`config.mk`:
```
export PLATFORM = sky130hd
export DESIGN_NAME = rps_top
export DESIGN_NICKNAME = d
export VERILOG_FILES = /design/src/rps_pkg.sv /design/src/rps_top.sv
export SDC_FILE = /design/constraint.sdc
export NUM_CORES = 1
export LEC_CHECK = 0
export ABC_CLOCK_PERIOD_IN_PS = 2800
export BUFFER_PORTS_ARGS = -buffer_cell sky130_fd_sc_hd__buf_2
export CAP_MARGIN = 40
export CORE_AREA = 2 2 130 132
export CTS_CLUSTER_SIZE = 14
export DETAILED_ROUTE_END_ITERATION = 16
export DIE_AREA = 0 0 132 134
export PLACE_DENSITY_LB_ADDON = 0.2
export SYNTH_ARGS = -nofsm -noshare
export SYNTH_HDL_FRONTEND = slang
export SYNTH_SLANG_ARGS = --single-unit
export TNS_END_PERCENT = 10
```
`constraint.sdc`:
```
create_clock -name ref_clk -period 2.8 [get_ports ref_clk]
set_input_delay 0.56 -clock ref_clk [delete_from_list [all_inputs] [get_ports ref_clk]]
set_output_delay 0.56 -clock ref_clk [all_outputs]
set_load 0.005 [all_outputs]
```
`src/rps_pkg.sv`:
```
package rps_pkg;

    // Register widths and counts
    localparam int DATA_W = 8;
    localparam int SCR_COUNT = 16;
    localparam int SCR_IDX_W = 4;
    localparam int BIT_IDX_W = 3;

    // Retained scratch byte addresses, indexed by scratch number
    localparam logic [7:0] SCR_ADDR [0:SCR_COUNT-1] = '{
        8'hB8, 8'hB0, 8'hA8, 8'hF1, 8'hF2, 8'hF3, 8'hF5, 8'hF6,
        8'hF7, 8'hF9, 8'hFA, 8'hFB, 8'hFC, 8'hFD, 8'hFE, 8'hFF
    };
    // Scratch numbers below this one sit at bit-addressable offsets
    localparam int SCR_BITADDR_COUNT = 3;

    // Power state control register
    localparam logic [7:0] PSC_ADDR = 8'hF8;
    localparam logic [7:0] PSC_RESET = 8'h00;
    localparam logic [7:0] PSC_RW_MASK = 8'hF8;
    localparam logic [7:0] PSC_WAKE_CLR_MASK = 8'hF0;
    localparam int PSC_PD_BIT = 7;
    localparam int PSC_TS_BIT = 6;
    localparam int PSC_IDLE_BIT = 5;
    localparam int PSC_XOSC_BIT = 4;
    localparam int PSC_FTM_BIT = 3;

    // Bit address split: upper bits name the byte, low bits the bit
    localparam logic [7:0] BIT_BYTE_MASK = 8'hF8;
    localparam logic [7:0] READ_IDLE = 8'h00;

    // System controller states
    typedef enum logic [3:0] {
        RPS_RUN = 4'b0001,
        RPS_IDLE = 4'b0010,
        RPS_PDOWN = 4'b0100,
        RPS_TSHUT = 4'b1000
    } rps_state_e;

    // Byte access request from the controller core
    typedef struct packed {
        logic [7:0] addr;
        logic [7:0] wdata;
        logic wr;
        logic rd;
    } rps_sfr_req_s;

    // Single-bit access request
    typedef struct packed {
        logic [7:0] addr;
        logic set;
        logic clr;
        logic rd;
    } rps_bit_req_s;

    // Resets other than power-on
    typedef struct packed {
        logic sys;
        logic sw;
    } rps_rst_s;

    // Controls toward the rest of the chip
    typedef struct packed {
        rps_state_e state;
        logic xosc_en;
        logic test_mode;
        logic cpu_halt;
    } rps_ctl_s;

endpackage

```
`src/rps_top.sv`:
```
// Our own choice: strobed register access.
`timescale 1ns/1ps

module rps_top
(
    input wire logic ref_clk,
    input wire logic rstn,
    input wire rps_pkg::rps_sfr_req_s sfr_req,
    output logic [7:0] sfr_rdata,
    input wire rps_pkg::rps_bit_req_s bit_req,
    output logic bit_rdata,
    input wire rps_pkg::rps_rst_s rst_req,
    input wire logic wake_pin,
    input wire logic resume_pin,
    output rps_pkg::rps_ctl_s ctl
);
    import rps_pkg::*;

    // Scratch store and control state
    logic [7:0] scr_q [0:SCR_COUNT-1];
    logic [7:0] psc_q;
    logic [7:0] psc_d;
    rps_state_e state_q;
    rps_state_e state_d;

    // Pin synchronisers and edge detectors
    logic wake_s1_q;
    logic wake_s2_q;
    logic wake_s3_q;
    logic resume_s1_q;
    logic resume_s2_q;
    logic resume_s3_q;
    logic wake_evt;
    logic resume_evt;

    // Merged write path
    logic [7:0] bit_byte;
    logic [BIT_IDX_W-1:0] bit_idx;
    logic [7:0] bit_mask;
    logic [7:0] bit_src;
    logic bit_ok;
    logic bit_wr;
    logic wr_en;
    logic [7:0] wr_addr;
    logic [7:0] wr_data;
    logic [4:0] wr_hit;
    logic [7:0] psc_wr;
    logic scr_we;

    // Hardware clear strobes and control write select
    logic wake_clr;
    logic resume_clr;
    logic psc_sel;

    // Read path
    logic [7:0] rdata_q;
    logic bit_rdata_q;

    // Finds the scratch number for a byte address; top bit flags a hit
    function automatic logic [4:0] scr_lookup(input logic [7:0] a);
        logic [4:0] r;
        r = '0;
        for (int i = 0; i < SCR_COUNT; i++)
        begin
            if (a == SCR_ADDR[i])
            begin
                r = {1'b1, i[SCR_IDX_W-1:0]};
            end
        end
        return r;
    endfunction

    // True for the bytes that accept single-bit operations
    function automatic logic bit_capable(input logic [7:0] a);
        logic r;
        r = (a == PSC_ADDR);
        for (int i = 0; i < SCR_BITADDR_COUNT; i++)
        begin
            if (a == SCR_ADDR[i])
            begin
                r = 1'b1;
            end
        end
        return r;
    endfunction

    // Byte read mux shared by byte reads and bit tests
    function automatic logic [7:0] read_byte(input logic [7:0] a);
        logic [4:0] h;
        logic [7:0] r;
        h = scr_lookup(a);
        r = READ_IDLE;
        if (h[SCR_IDX_W])
        begin
            r = scr_q[h[SCR_IDX_W-1:0]];
        end
        else if (a == PSC_ADDR)
        begin
            r = psc_q & PSC_RW_MASK;
        end
        return r;
    endfunction

    // Wake and resume pins cross into the clock domain
    always_ff @(posedge ref_clk or negedge rstn)
    begin
        if (!rstn)
        begin
            wake_s1_q <= 1'b0;
            wake_s2_q <= 1'b0;
            wake_s3_q <= 1'b0;
        end
        else
        begin
            wake_s1_q <= wake_pin;
            wake_s2_q <= wake_s1_q;
            wake_s3_q <= wake_s2_q;
        end
    end

    always_ff @(posedge ref_clk or negedge rstn)
    begin
        if (!rstn)
        begin
            resume_s1_q <= 1'b0;
            resume_s2_q <= 1'b0;
            resume_s3_q <= 1'b0;
        end
        else
        begin
            resume_s1_q <= resume_pin;
            resume_s2_q <= resume_s1_q;
            resume_s3_q <= resume_s2_q;
        end
    end

    // Rising edges become one-cycle events
    assign wake_evt = wake_s2_q & ~wake_s3_q;
    assign resume_evt = resume_s2_q & ~resume_s3_q;

    // Bit address splits into its byte and the bit within it
    always_comb
    begin
        bit_byte = bit_req.addr & BIT_BYTE_MASK;
        bit_idx = bit_req.addr[BIT_IDX_W-1:0];
        bit_mask = 8'h01 << bit_idx;
        bit_src = read_byte(bit_byte);
        bit_ok = bit_capable(bit_byte);
    end

    // Bit operations become a read-modify-write of their byte
    always_comb
    begin
        bit_wr = (bit_req.set | bit_req.clr) & bit_ok & ~sfr_req.wr;
        wr_en = sfr_req.wr | bit_wr;
        if (sfr_req.wr)
        begin
            wr_addr = sfr_req.addr;
            wr_data = sfr_req.wdata;
        end
        else
        begin
            wr_addr = bit_byte;
            if (bit_req.set)
            begin
                wr_data = bit_src | bit_mask;
            end
            else
            begin
                wr_data = bit_src & ~bit_mask;
            end
        end
        wr_hit = scr_lookup(wr_addr);
    end

    // Scratch write strobe for a mapped byte address
    assign scr_we = wr_en & wr_hit[SCR_IDX_W];

    // Scratch bytes have no reset of any kind
    always_ff @(posedge ref_clk)
    begin
        if (scr_we)
        begin
            scr_q[wr_hit[SCR_IDX_W-1:0]] <= wr_data;
        end
    end

    // Keep only the strongest state request of a control write
    always_comb
    begin
        psc_wr = wr_data & PSC_RW_MASK;
        if (psc_wr[PSC_PD_BIT])
        begin
            psc_wr[PSC_TS_BIT] = 1'b0;
            psc_wr[PSC_IDLE_BIT] = 1'b0;
        end
        else if (psc_wr[PSC_TS_BIT])
        begin
            psc_wr[PSC_IDLE_BIT] = 1'b0;
        end
    end

    // Hardware clears on wakeup and resume, and the write select
    assign wake_clr = wake_evt
        && (state_q == RPS_PDOWN || state_q == RPS_TSHUT);
    assign resume_clr = resume_evt && (state_q == RPS_IDLE);
    assign psc_sel = wr_en && (wr_addr == PSC_ADDR);

    // Next value of the control register
    always_comb
    begin
        psc_d = psc_q;
        if (wake_clr)
        begin
            psc_d = psc_q & ~PSC_WAKE_CLR_MASK;
        end
        else if (resume_clr)
        begin
            psc_d[PSC_IDLE_BIT] = 1'b0;
        end
        // A software write in the same cycle wins over the clear
        if (psc_sel)
        begin
            psc_d = psc_wr;
        end
    end

    // Control register clears on every reset except wakeup
    always_ff @(posedge ref_clk or negedge rstn)
    begin
        if (!rstn)
        begin
            psc_q <= PSC_RESET;
        end
        else if (rst_req.sys || rst_req.sw)
        begin
            psc_q <= PSC_RESET;
        end
        else
        begin
            psc_q <= psc_d;
        end
    end

    // System controller state walk
    always_comb
    begin
        state_d = state_q;
        case (state_q)
            RPS_RUN:
            begin
                if (psc_q[PSC_PD_BIT])
                begin
                    state_d = RPS_PDOWN;
                end
                else if (psc_q[PSC_TS_BIT])
                begin
                    state_d = RPS_TSHUT;
                end
                else if (psc_q[PSC_IDLE_BIT])
                begin
                    state_d = RPS_IDLE;
                end
            end
            RPS_IDLE:
            begin
                if (resume_evt)
                begin
                    state_d = RPS_RUN;
                end
            end
            RPS_PDOWN:
            begin
                if (wake_evt)
                begin
                    state_d = RPS_RUN;
                end
            end
            RPS_TSHUT:
            begin
                if (wake_evt)
                begin
                    state_d = RPS_RUN;
                end
            end
            default:
            begin
                state_d = RPS_RUN;
            end
        endcase
    end

    // State register; system and software resets return it to run
    always_ff @(posedge ref_clk or negedge rstn)
    begin
        if (!rstn)
        begin
            state_q <= RPS_RUN;
        end
        else if (rst_req.sys || rst_req.sw)
        begin
            state_q <= RPS_RUN;
        end
        else
        begin
            state_q <= state_d;
        end
    end

    // Byte read data stand only in the cycle after the strobe
    always_ff @(posedge ref_clk or negedge rstn)
    begin
        if (!rstn)
        begin
            rdata_q <= READ_IDLE;
        end
        else if (sfr_req.rd)
        begin
            rdata_q <= read_byte(sfr_req.addr);
        end
        else
        begin
            rdata_q <= READ_IDLE;
        end
    end

    // Bit test result, zero for bytes without bit access
    always_ff @(posedge ref_clk or negedge rstn)
    begin
        if (!rstn)
        begin
            bit_rdata_q <= 1'b0;
        end
        else if (bit_req.rd && bit_ok)
        begin
            bit_rdata_q <= bit_src[bit_idx];
        end
        else
        begin
            bit_rdata_q <= 1'b0;
        end
    end

    // Registered read data to the ports
    assign sfr_rdata = rdata_q;
    assign bit_rdata = bit_rdata_q;

    // Controls toward oscillator, test logic and core
    always_comb
    begin
        ctl.state = state_q;
        ctl.xosc_en = psc_q[PSC_XOSC_BIT];
        ctl.test_mode = psc_q[PSC_FTM_BIT];
        ctl.cpu_halt = (state_q != RPS_RUN);
    end

endmodule

```
# After elaboration in Yosys (flattened, before gate mapping)
# Memory sizes are Yosys's and may differ from the RTL's.
# Index checks and enable logic that the tools add are counted.
# classes
n_reduce_logical	11
shift	1
n_mux	68
bitwise	13
n_eq_ne	46
order_cmp	1
# op_table
op	n
== test 8 bit (second input constant)	34
2-to-1 mux 5 bit	37
2-to-1 mux 8 bit	10
2-to-1 mux 4 bit	6
== test 5 bit (second input constant)	4
2-to-1 mux 1 bit	12
one-hot mux 4 bit (3 select lines)	1
bitwise AND 8 bit	1
inverter 8 bit	1
OR 8 bit	1
left shift 1 x 3 -> 8 bit (first input constant)	1
bitwise AND 1 bit	5
!= test 5 bit (second input constant)	1
== test 4 x 1 -> 1 bit (second input constant)	1
== test 4 x 2 -> 1 bit (second input constant)	1
== test 4 x 3 -> 1 bit (second input constant)	1
== test 4 bit (second input constant)	1
logical AND 1 bit	4
less-than comparator 3 x 4 -> 1 bit (second input constant)	1
!= test 4 x 1 -> 1 bit (second input constant)	1
nonzero test 4 bit	1
binary-select mux 1 bit (select 3 bit)	1
!= test 3 x 1 -> 1 bit (second input constant)	1
!= test 3 x 2 -> 1 bit (second input constant)	1
8 further kinds	12
# word_totals
output_inout_bits	16
ram_bits	128
mem_count	1
reg_bits	27
elab_cells	153
in_bits	35
# memory_table
memory	words	word_bits	read_ports	rd_ports_with_merged_regs	write_ports	line_no	text
scr_q	16	8	2	0	1	rps_top.sv:20	logic [7:0] scr_q [0:SCR_COUNT-1];

# Longest topological paths before layout
# Gate-level depths: netlist (run 1).
# depth
word_depth	21
mapped_depth	10
ltp_nobuf	6

# Least setup slack after synthesis (run 1)
# No wires, ideal clock.
# synth_path
path_kind	input-to-reg
start	in sfr_req[10] (netlist name)
end	mem scr_q[1][0], enable pin
setup_slack_ns	-0.087
n_path_buf	2
arrival_ns	2.517
cell_stages	6
required_time_ns	2.430
setup_time_ns	0.370
cell_sequence	buf_6 clkbuf_1 nand3b_1 nor4_1 a311oi_1 nor2_1
# synth_via
elab_chain_len	21
word_cells_on_any_way	36
cone_classes	16 x eq/ne; 19 x mux; 1 x bitwise
# synth_lines
element	line_no	text
start, declared	rps_top.sv:8	input wire rps_pkg::rps_sfr_req_s sfr_req,
2-to-1 mux 8 bit *	rps_top.sv:156	if (sfr_req.wr)
== test 8 bit	rps_top.sv:65	if (a == SCR_ADDR[i])
2-to-1 mux 5 bit (15 in series)	rps_top.sv:65	
2-to-1 mux 5 bit *	rps_top.sv:65	
bitwise AND 1 bit	rps_top.sv:177	assign scr_we = wr_en & wr_hit[SCR_IDX_W];
2-to-1 mux 1 bit	rps_top.sv:182	if (scr_we)
2-to-1 mux 1 bit (implied by the code)	rps_top.sv:184	scr_q[wr_hit[SCR_IDX_W-1:0]] <= wr_data;
end, declared	rps_top.sv:20	
# Mark *: on every way between the ends. The rest lies on a longest branch, timed or not.

# Worst setup path after layout (run 1)
# layout_path
start	in sfr_req[11] (netlist name)
end	reg rdata_q[4], in the netlist sfr_rdata[4]
# layout_via
elab_chain_len	20
word_cells_on_any_way	38
cone_classes	17 x eq/ne; 20 x mux; 1 x memory
# layout_lines
element	line_no	text
== test 8 bit	rps_top.sv:65	
2-to-1 mux 5 bit (15 in series)	rps_top.sv:65	
2-to-1 mux 5 bit, on equally long branches	rps_top.sv:317, rps_top.sv:65	
memory read (16 x 8 bit) or 2-to-1 mux 5 bit (tied branches)	-	
2-to-1 mux 8 bit *	rps_top.sv:93	if (h[SCR_IDX_W])
2-to-1 mux 8 bit *	rps_top.sv:317	else if (sfr_req.rd)
end signal, assigned	rps_top.sv:319	rdata_q <= read_byte(sfr_req.addr);
end, declared	rps_top.sv:56	logic [7:0] rdata_q;
# Mark *: on every way between the ends. The rest lies on a longest branch, timed or not. The select of a mux whose other input is x is not followed.
# A chain may end at the register's enable or synchronous reset.

==> impl_metrics.json, run 1 <==
{
  "status": "complete, no violations",
  "htree_levels": 4,
  "grt_pass1_vias": 4703,
  "cts_buffers": 17,
  "drive_gt1_share_pct": 25.3,
  "grt_overflow": 0,
  "fp.coreArea_um2": 16300,
  "cts_buffer_depth": 2,
  "synth_simple_gate_area_share_pct": 12.0,
  "clk_pin_slew_ns": 0.06,
  "dr.pass1.iters": 5,
  "timing.rr.end": "scr_q[3][3]",
  "p_per_area_nw_per_um2": 614,
  "synth_area_um2": 7180,
  "synthAdderAreaFrac_pct": 0.139,
  "synthCells": 528,
  "antenna_found_initial": 0,
  "rows": 47,
  "start_util_pct": 44.1,
  "ys_ff_latch": 152,
  "final_common_cell": "edfxtp_1",
  "routed_via_density": 5.82,
  "place_congestion": 0.832,
  "end_kind": "register",
  "drt-initial-drc-count": 444,
  "period_share_pct": 85.7,
  "rsz0062_at_grt": "no",
  "post-route-min-period_ns": 2.40,
  "chipWidth_um": 132,
  "syn_area_per_cell_um2": 13.6,
  "grt_max_degree": 25,
  "crit_fanout": 10,
  "synth_top_family_by_area": "multiplexers",
  "finalClockSkew_ns": 0.00664,
  "ff2ff_path_depth": 6,
  "synth_fp_nets": 563,
  "final_cells": 844,
  "synth_edf_count": 128,
  "drv_slew": 0,
  "synth-xor-area-share_pct": 0.122,
  "synth_compound_area_share_pct": 10.5,
  "grt_pass1_wl_mm": 27.2,
  "post-cts-setup-buffers": 0,
  "fmax_mhz": 417,
  "worst_hold_path_type": "input pin to asynchronous set/reset pin",
  "cts_resized": 0,
  "path_class": "input pin to register",
  "synth-seq-area-share_pct": 61.9,
  "tightest_slew_ns": 0.933,
  "muxShareOfSynthArea_pct": 12.3,
  "port_buffers": 50,
  "insertion_delay_ns": 0.42,
  "track_usage_pct": 20.4,
  "synth_ff_type": "edfxtp_1",
  "slew_headroom_pct": 37.6,
  "syn_to_final_growth_pct": 19.4,
  "peakVddDrop_mv": 0.387,
  "reg2reg_slack_ns": 0.85,
  "antenna_cells": 0,
  "hold_violations": 0,
  "post-dp-hpwl_mm": 12.5,
  "async_flop_share_pct": 15.8,
  "fillerInstances": 1355,
  "worstPathRequired_ns": 3.09,
  "wire_per_inst_um": 20.8,
  "cts_sinks": 152,
  "cts-root-buf": "clkbuf_16",
  "dpl.cell_count": 813,
  "nNetsFinal": 647,
  "power_uw": 5260,
  "setup_viol": 0,
  "power.leakage_uw": 0.00322,
  "ant_nets": 0,
  "ys_warn_count": 0,
  "cts_tree": "yes",
  "max-cap-violations": 0,
  "fp.dieH_um": 134,
  "drc_errors": 0,
  "dieArea_um2": 17700,
  "worst_ep_arrival_time_ns": 2.69,
  "synth_cell_types": 75,
  "ctsHoldBuffers": 0,
  "final_cell_mix": "128 x edfxtp_1, 50 x buf_2, 47 x mux2i_1",
  "ioPinCount": 51,
  "r2r-start": "scr_q[0][3]",
  "vias": 4911,
  "whs_ns": 0.158,
  "routed_wl_mm": 17.6,
  "critPathLaunchType": "input pin",
  "setup_tns_ns": 0,
  "fin_util_pct": 52.6
}
## Yosys cell counts (3+ instances only)
cell type,n,area [um^2]
or3_1,4,25.0
buf_6,3,33.8
dfrtp_1,23,576
nand3_1,14,70.1
mux2i_1,47,470
nand2_1,27,101
nor2_1,38,143
buf_2,6,30.0
nand4b_1,3,26.3
o22ai_1,3,18.8
and2_1,5,31.3
buf_4,3,22.5
inv_1,9,33.8
nand2b_1,8,50.1
and3_1,3,18.8
a221oi_1,12,105
nand3b_1,7,52.6
edfxtp_1,128,3840
a32oi_1,3,26.3
mux2_2,6,67.6
a211oi_1,7,52.6
and4_1,3,26.3
o21a_1,4,30.0
mux4_1,5,131
mux4_2,9,203
a221o_1,4,40.0
a21oi_1,13,65.1
o21ai_0,23,115
buf_1,3,11.3
nand4_1,4,25.0
or2_2,3,18.8
nor2b_1,7,43.8
clkbuf_1,16,60.1
a22oi_1,4,30.0
a31oi_1,5,31.3
nor3_1,21,105
## layer usage
metal  GRT usage, %  vias up  share of wire [%]
li1               -     2247                  -
met1           27.0     2465                 43
met2           34.0      169                 50
met3           4.04       30                5.6
met4           7.00        0                2.2
met5              0        -                  0
## where the power goes
part	leakage (uW)	internal, uW	total, uW	switching (uW)
logic	0.00141	114	313	199
registers	0.00149	2490	2490	6.27
clock network	0.000315	1520	2460	942
## final cells by class
| class | instances | area (um^2) | area share, % |
|---|---|---|---|
| timing repair buffer | 97 | 641 | 7.47 |
| inverter | 9 | 33.8 | 0.394 |
| multi-input combinational | 335 | 2540 | 29.7 |
| clock inverter | 14 | 211 | 2.47 |
| clock buffer | 17 | 425 | 4.96 |
| sequential | 152 | 4450 | 51.8 |
| tap | 220 | 275 | 3.21 |
## sequential cells by signal, indices dropped and copies added (netlist names)
signal,cells
bit_rdata,1
resume_s1_q,1
wake_s2_q,1
state_q,4
wake_s3_q,1
resume_s2_q,1
resume_s3_q,1
sfr_rdata,8
psc_q,5
wake_s1_q,1
scr_q,128
## critical path, stage by stage
cell and delay, ns:
buf_2 0.12, nor4b_4 0.29, or4b_4 0.52, o21ai_4 0.17
buf_12 0.20, mux4_2 0.50, a32oi_1 0.22, nand3_1 0.09
## cells by family (layout without fill, tap and decap cells)
family,count (synthesis),after routing
simple gates,160,160
flops,152,152
compound gates,105,105
mux,68,68
buf+inv,41,137
fa+ha+maj,1,1
xor+xnor,1,1
## worst max-delay path by stage
stage / startpoint / to / slack [ns]
after detailed placement: sfr_req[11] / sfr_rdata[4] / -0.02
after CTS: sfr_req[11] / sfr_rdata[4] / 0.41
after global routing: sfr_req[11] / sfr_rdata[4] / 0.25
final: sfr_req[11] / sfr_rdata[4] / 0.40
after global placement: sfr_req[11] / sfr_rdata[5] / 0.04
after floorplan: sfr_req[11] / sfr_rdata[3] / 0.24
## metrics by stage
step | setup slack, ns | instance area, um^2
after global routing | 0.247 | 8570
after CTS | 0.406 | 8570
final | 0.400 | 8570
after global placement | 0.0427 | 7940
after detailed placement | -0.0161 | 7940
after floorplan | 0.243 | 7190
(Power assumes the default switching activity.)
==> inputs of run 2 (changes only) <==
--- a/config.mk
+++ b/config.mk
@@ -7,11 +7,11 @@
 export LEC_CHECK = 0
 export ABC_CLOCK_PERIOD_IN_PS = 2800
 export BUFFER_PORTS_ARGS = -buffer_cell sky130_fd_sc_hd__buf_2
-export CAP_MARGIN = 40
-export CORE_AREA = 2 2 130 132
+export CAP_MARGIN = 20
+export CORE_AREA = 2 2 109 111
 export CTS_CLUSTER_SIZE = 14
 export DETAILED_ROUTE_END_ITERATION = 16
-export DIE_AREA = 0 0 132 134
+export DIE_AREA = 0 0 111 113
 export PLACE_DENSITY_LB_ADDON = 0.2
 export SYNTH_ARGS = -nofsm -noshare
 export SYNTH_HDL_FRONTEND = slang
==> run 2 against run 1 <==
Effect of this change: cell area is 2.0% lower; hold slack improved by 0.0012 ns; core utilization is 22 points higher; critical path type unchanged; largest power group unchanged.
==> impl_metrics.json, run 2 (synthesis results as in run 1) <==
{
  "antenna_cells": 0,
  "setup_tns_ns": 0,
  "finalClockSkew_ns": 0.00857,
  "final_cells": 765,
  "ant_nets": 0,
  "drive_gt1_share_pct": 24.9,
  "worst_hold_path_type": "input pin to asynchronous set/reset pin",
  "end_kind": "register",
  "whs_ns": 0.159,
  "post-cts-setup-buffers": 0,
  "cts_buffer_depth": 2,
  "r2r-start": "scr_q[0][3]",
  "largest_reg_flops": 128,
  "antenna_found_initial": 0,
  "startpoint": "sfr_req[11]",
  "fp.coreArea_um2": 11300,
  "clk_pin_slew_ns": 0.06,
  "insertion_delay_ns": 0.43,
  "cts-root-buf": "clkbuf_16",
  "path_class": "input pin to register",
  "p_per_area_nw_per_um2": 608,
  "ioPinCount": 51,
  "final_common_cell": "edfxtp_1",
  "tightest_slew_ns": 0.832,
  "crit_slowest_cell": "mux4_1",
  "dieArea_um2": 12500,
  "setup_viol": 0,
  "hold_violations": 0,
  "htree_levels": 4,
  "rows": 39,
  "crit_path_max_incr_delay_ns": 0.62,
  "cts_sinks": 152,
  "cp_num_buf_inv": 2,
  "dr.pass1.iters": 6,
  "port_buffers": 50,
  "cts_buffers": 17,
  "slew_headroom_pct": 44.3,
  "place_congestion": 0.919,
  "critPathLaunchType": "input pin",
  "grt_max_degree": 25,
  "wire_per_inst_um": 22.4,
  "peakVddDrop_mv": 0.668,
  "ctsHoldBuffers": 0,
  "chipWidth_um": 111,
  "fmax_mhz": 415,
  "grt_pass1_vias": 4895,
  "drt-initial-drc-count": 547,
  "fp.dieH_um": 113,
  "final_cell_mix": "128 x edfxtp_1, 50 x buf_2, 47 x mux2i_1",
  "grt_overflow": 0,
  "max-cap-violations": 0,
  "cts_tree": "yes",
  "syn_to_final_growth_pct": 17.0,
  "routed_wl_mm": 17.1,
  "period_share_pct": 86.0,
  "drv_slew": 0,
  "worstPathRequired_ns": 3.11,
  "routed_via_density": 6.58,
  "dpl.cell_count": 733,
  "post-route-min-period_ns": 2.41,
  "rsz0062_at_grt": "no",
  "status": "complete, no violations",
  "path_cells": "buf_2 > buf_4 > nor4bb_1 > a21oi_1 > o21ai_4 > mux4_1 > a22oi_1 > a31oi_1",
  "nNetsFinal": 644,
  "power.leakage_uw": 0.00318,
  "drc_errors": 0,
  "grt_pass1_wl_mm": 26.5,
  "vias": 5035,
  "post-dp-hpwl_mm": 12.0,
  "crit_fanout": 15,
  "path_delay_family": "compound AO/OA/AOI/OAI gates",
  "start_util_pct": 63.7,
  "track_usage_pct": 28.4,
  "cts_resized": 0,
  "worst_ep_arrival_time_ns": 2.71
}
-- run 2: cell count changes in the layout (fill, tap and decap cells not counted) --
| cell | change |
|---|---|
| clkinv_1 | +1 |
| clkinv_4 | +1 |
| buf_4 | -1 |
| clkinvlp_4 | +2 |
| inv_8 | -2 |
| buf_12 | -2 |
| inv_6 | -2 |
| bufinv_16 | -2 |
| clkbuf_8 | +3 |
-- run 2: per-layer routing --
layer | track usage [%] | vias up | share of wire [%]
met3 | 6.75 | 50 | 7.1
met2 | 44.8 | 252 | 49
met1 | 36.8 | 2485 | 40
met5 | 0 | - | 0
met4 | 16.1 | 0 | 4.3
li1 | - | 2248 | -
-- run 2: report_power, final --
part	total (uW)	leakage, uW	internal [uW]	switching [uW]
combinational	307	0.00139	110	197
clock	2300	0.000293	1390	908
sequential	2490	0.00149	2490	7.38
-- run 2: per-stage QoR --
step | total power (uW) | util, % | instance area, um^2 | worst slack (ns)
6_report | 5100 | 74.5 | 8400 | 0.391
5_1_grt | 5250 | 74.5 | 8400 | 0.195
3_3_place_gp | 2830 | 69.1 | 7790 | -0.0122
2_1_floorplan | 2720 | - | 7190 | 0.243
3_5_place_dp | 2840 | 69.1 | 7790 | -0.0581
4_1_cts | 5120 | 74.5 | 8400 | 0.380
-- run 2: area by class of cell --
type                       count  area, um^2
tap                          143         179
fill                         698        2870
clock buffer                  20         467
timing repair buffer          94         593
inverter                       9        33.8
multi-input combinational    335        2540
clock inverter                12         139
sequential                   152        4450
-- run 2: final timing paths --
kind	end	slack, ns	depth (start not counted)
setup / recovery	sfr_rdata[1]	0.39	8
hold / removal	sfr_rdata[7]	0.16	1
setup reg to reg	scr_q[6][3]	0.73	6
hold reg to reg	wake_s2_q	0.36	0
max in group asynchronous	psc_q[3]	2.21	1
min in group ref_clk	resume_s1_q	0.24	1
-- run 2: worst register-to-register path: stages (launching register included) --
cell,delay [ns]
edfxtp_1,0.38
mux2i_1,0.17
nor2_1,0.05
a221o_1,0.29
mux2_2,0.27
mux2i_1,0.27
inv_1,0.29
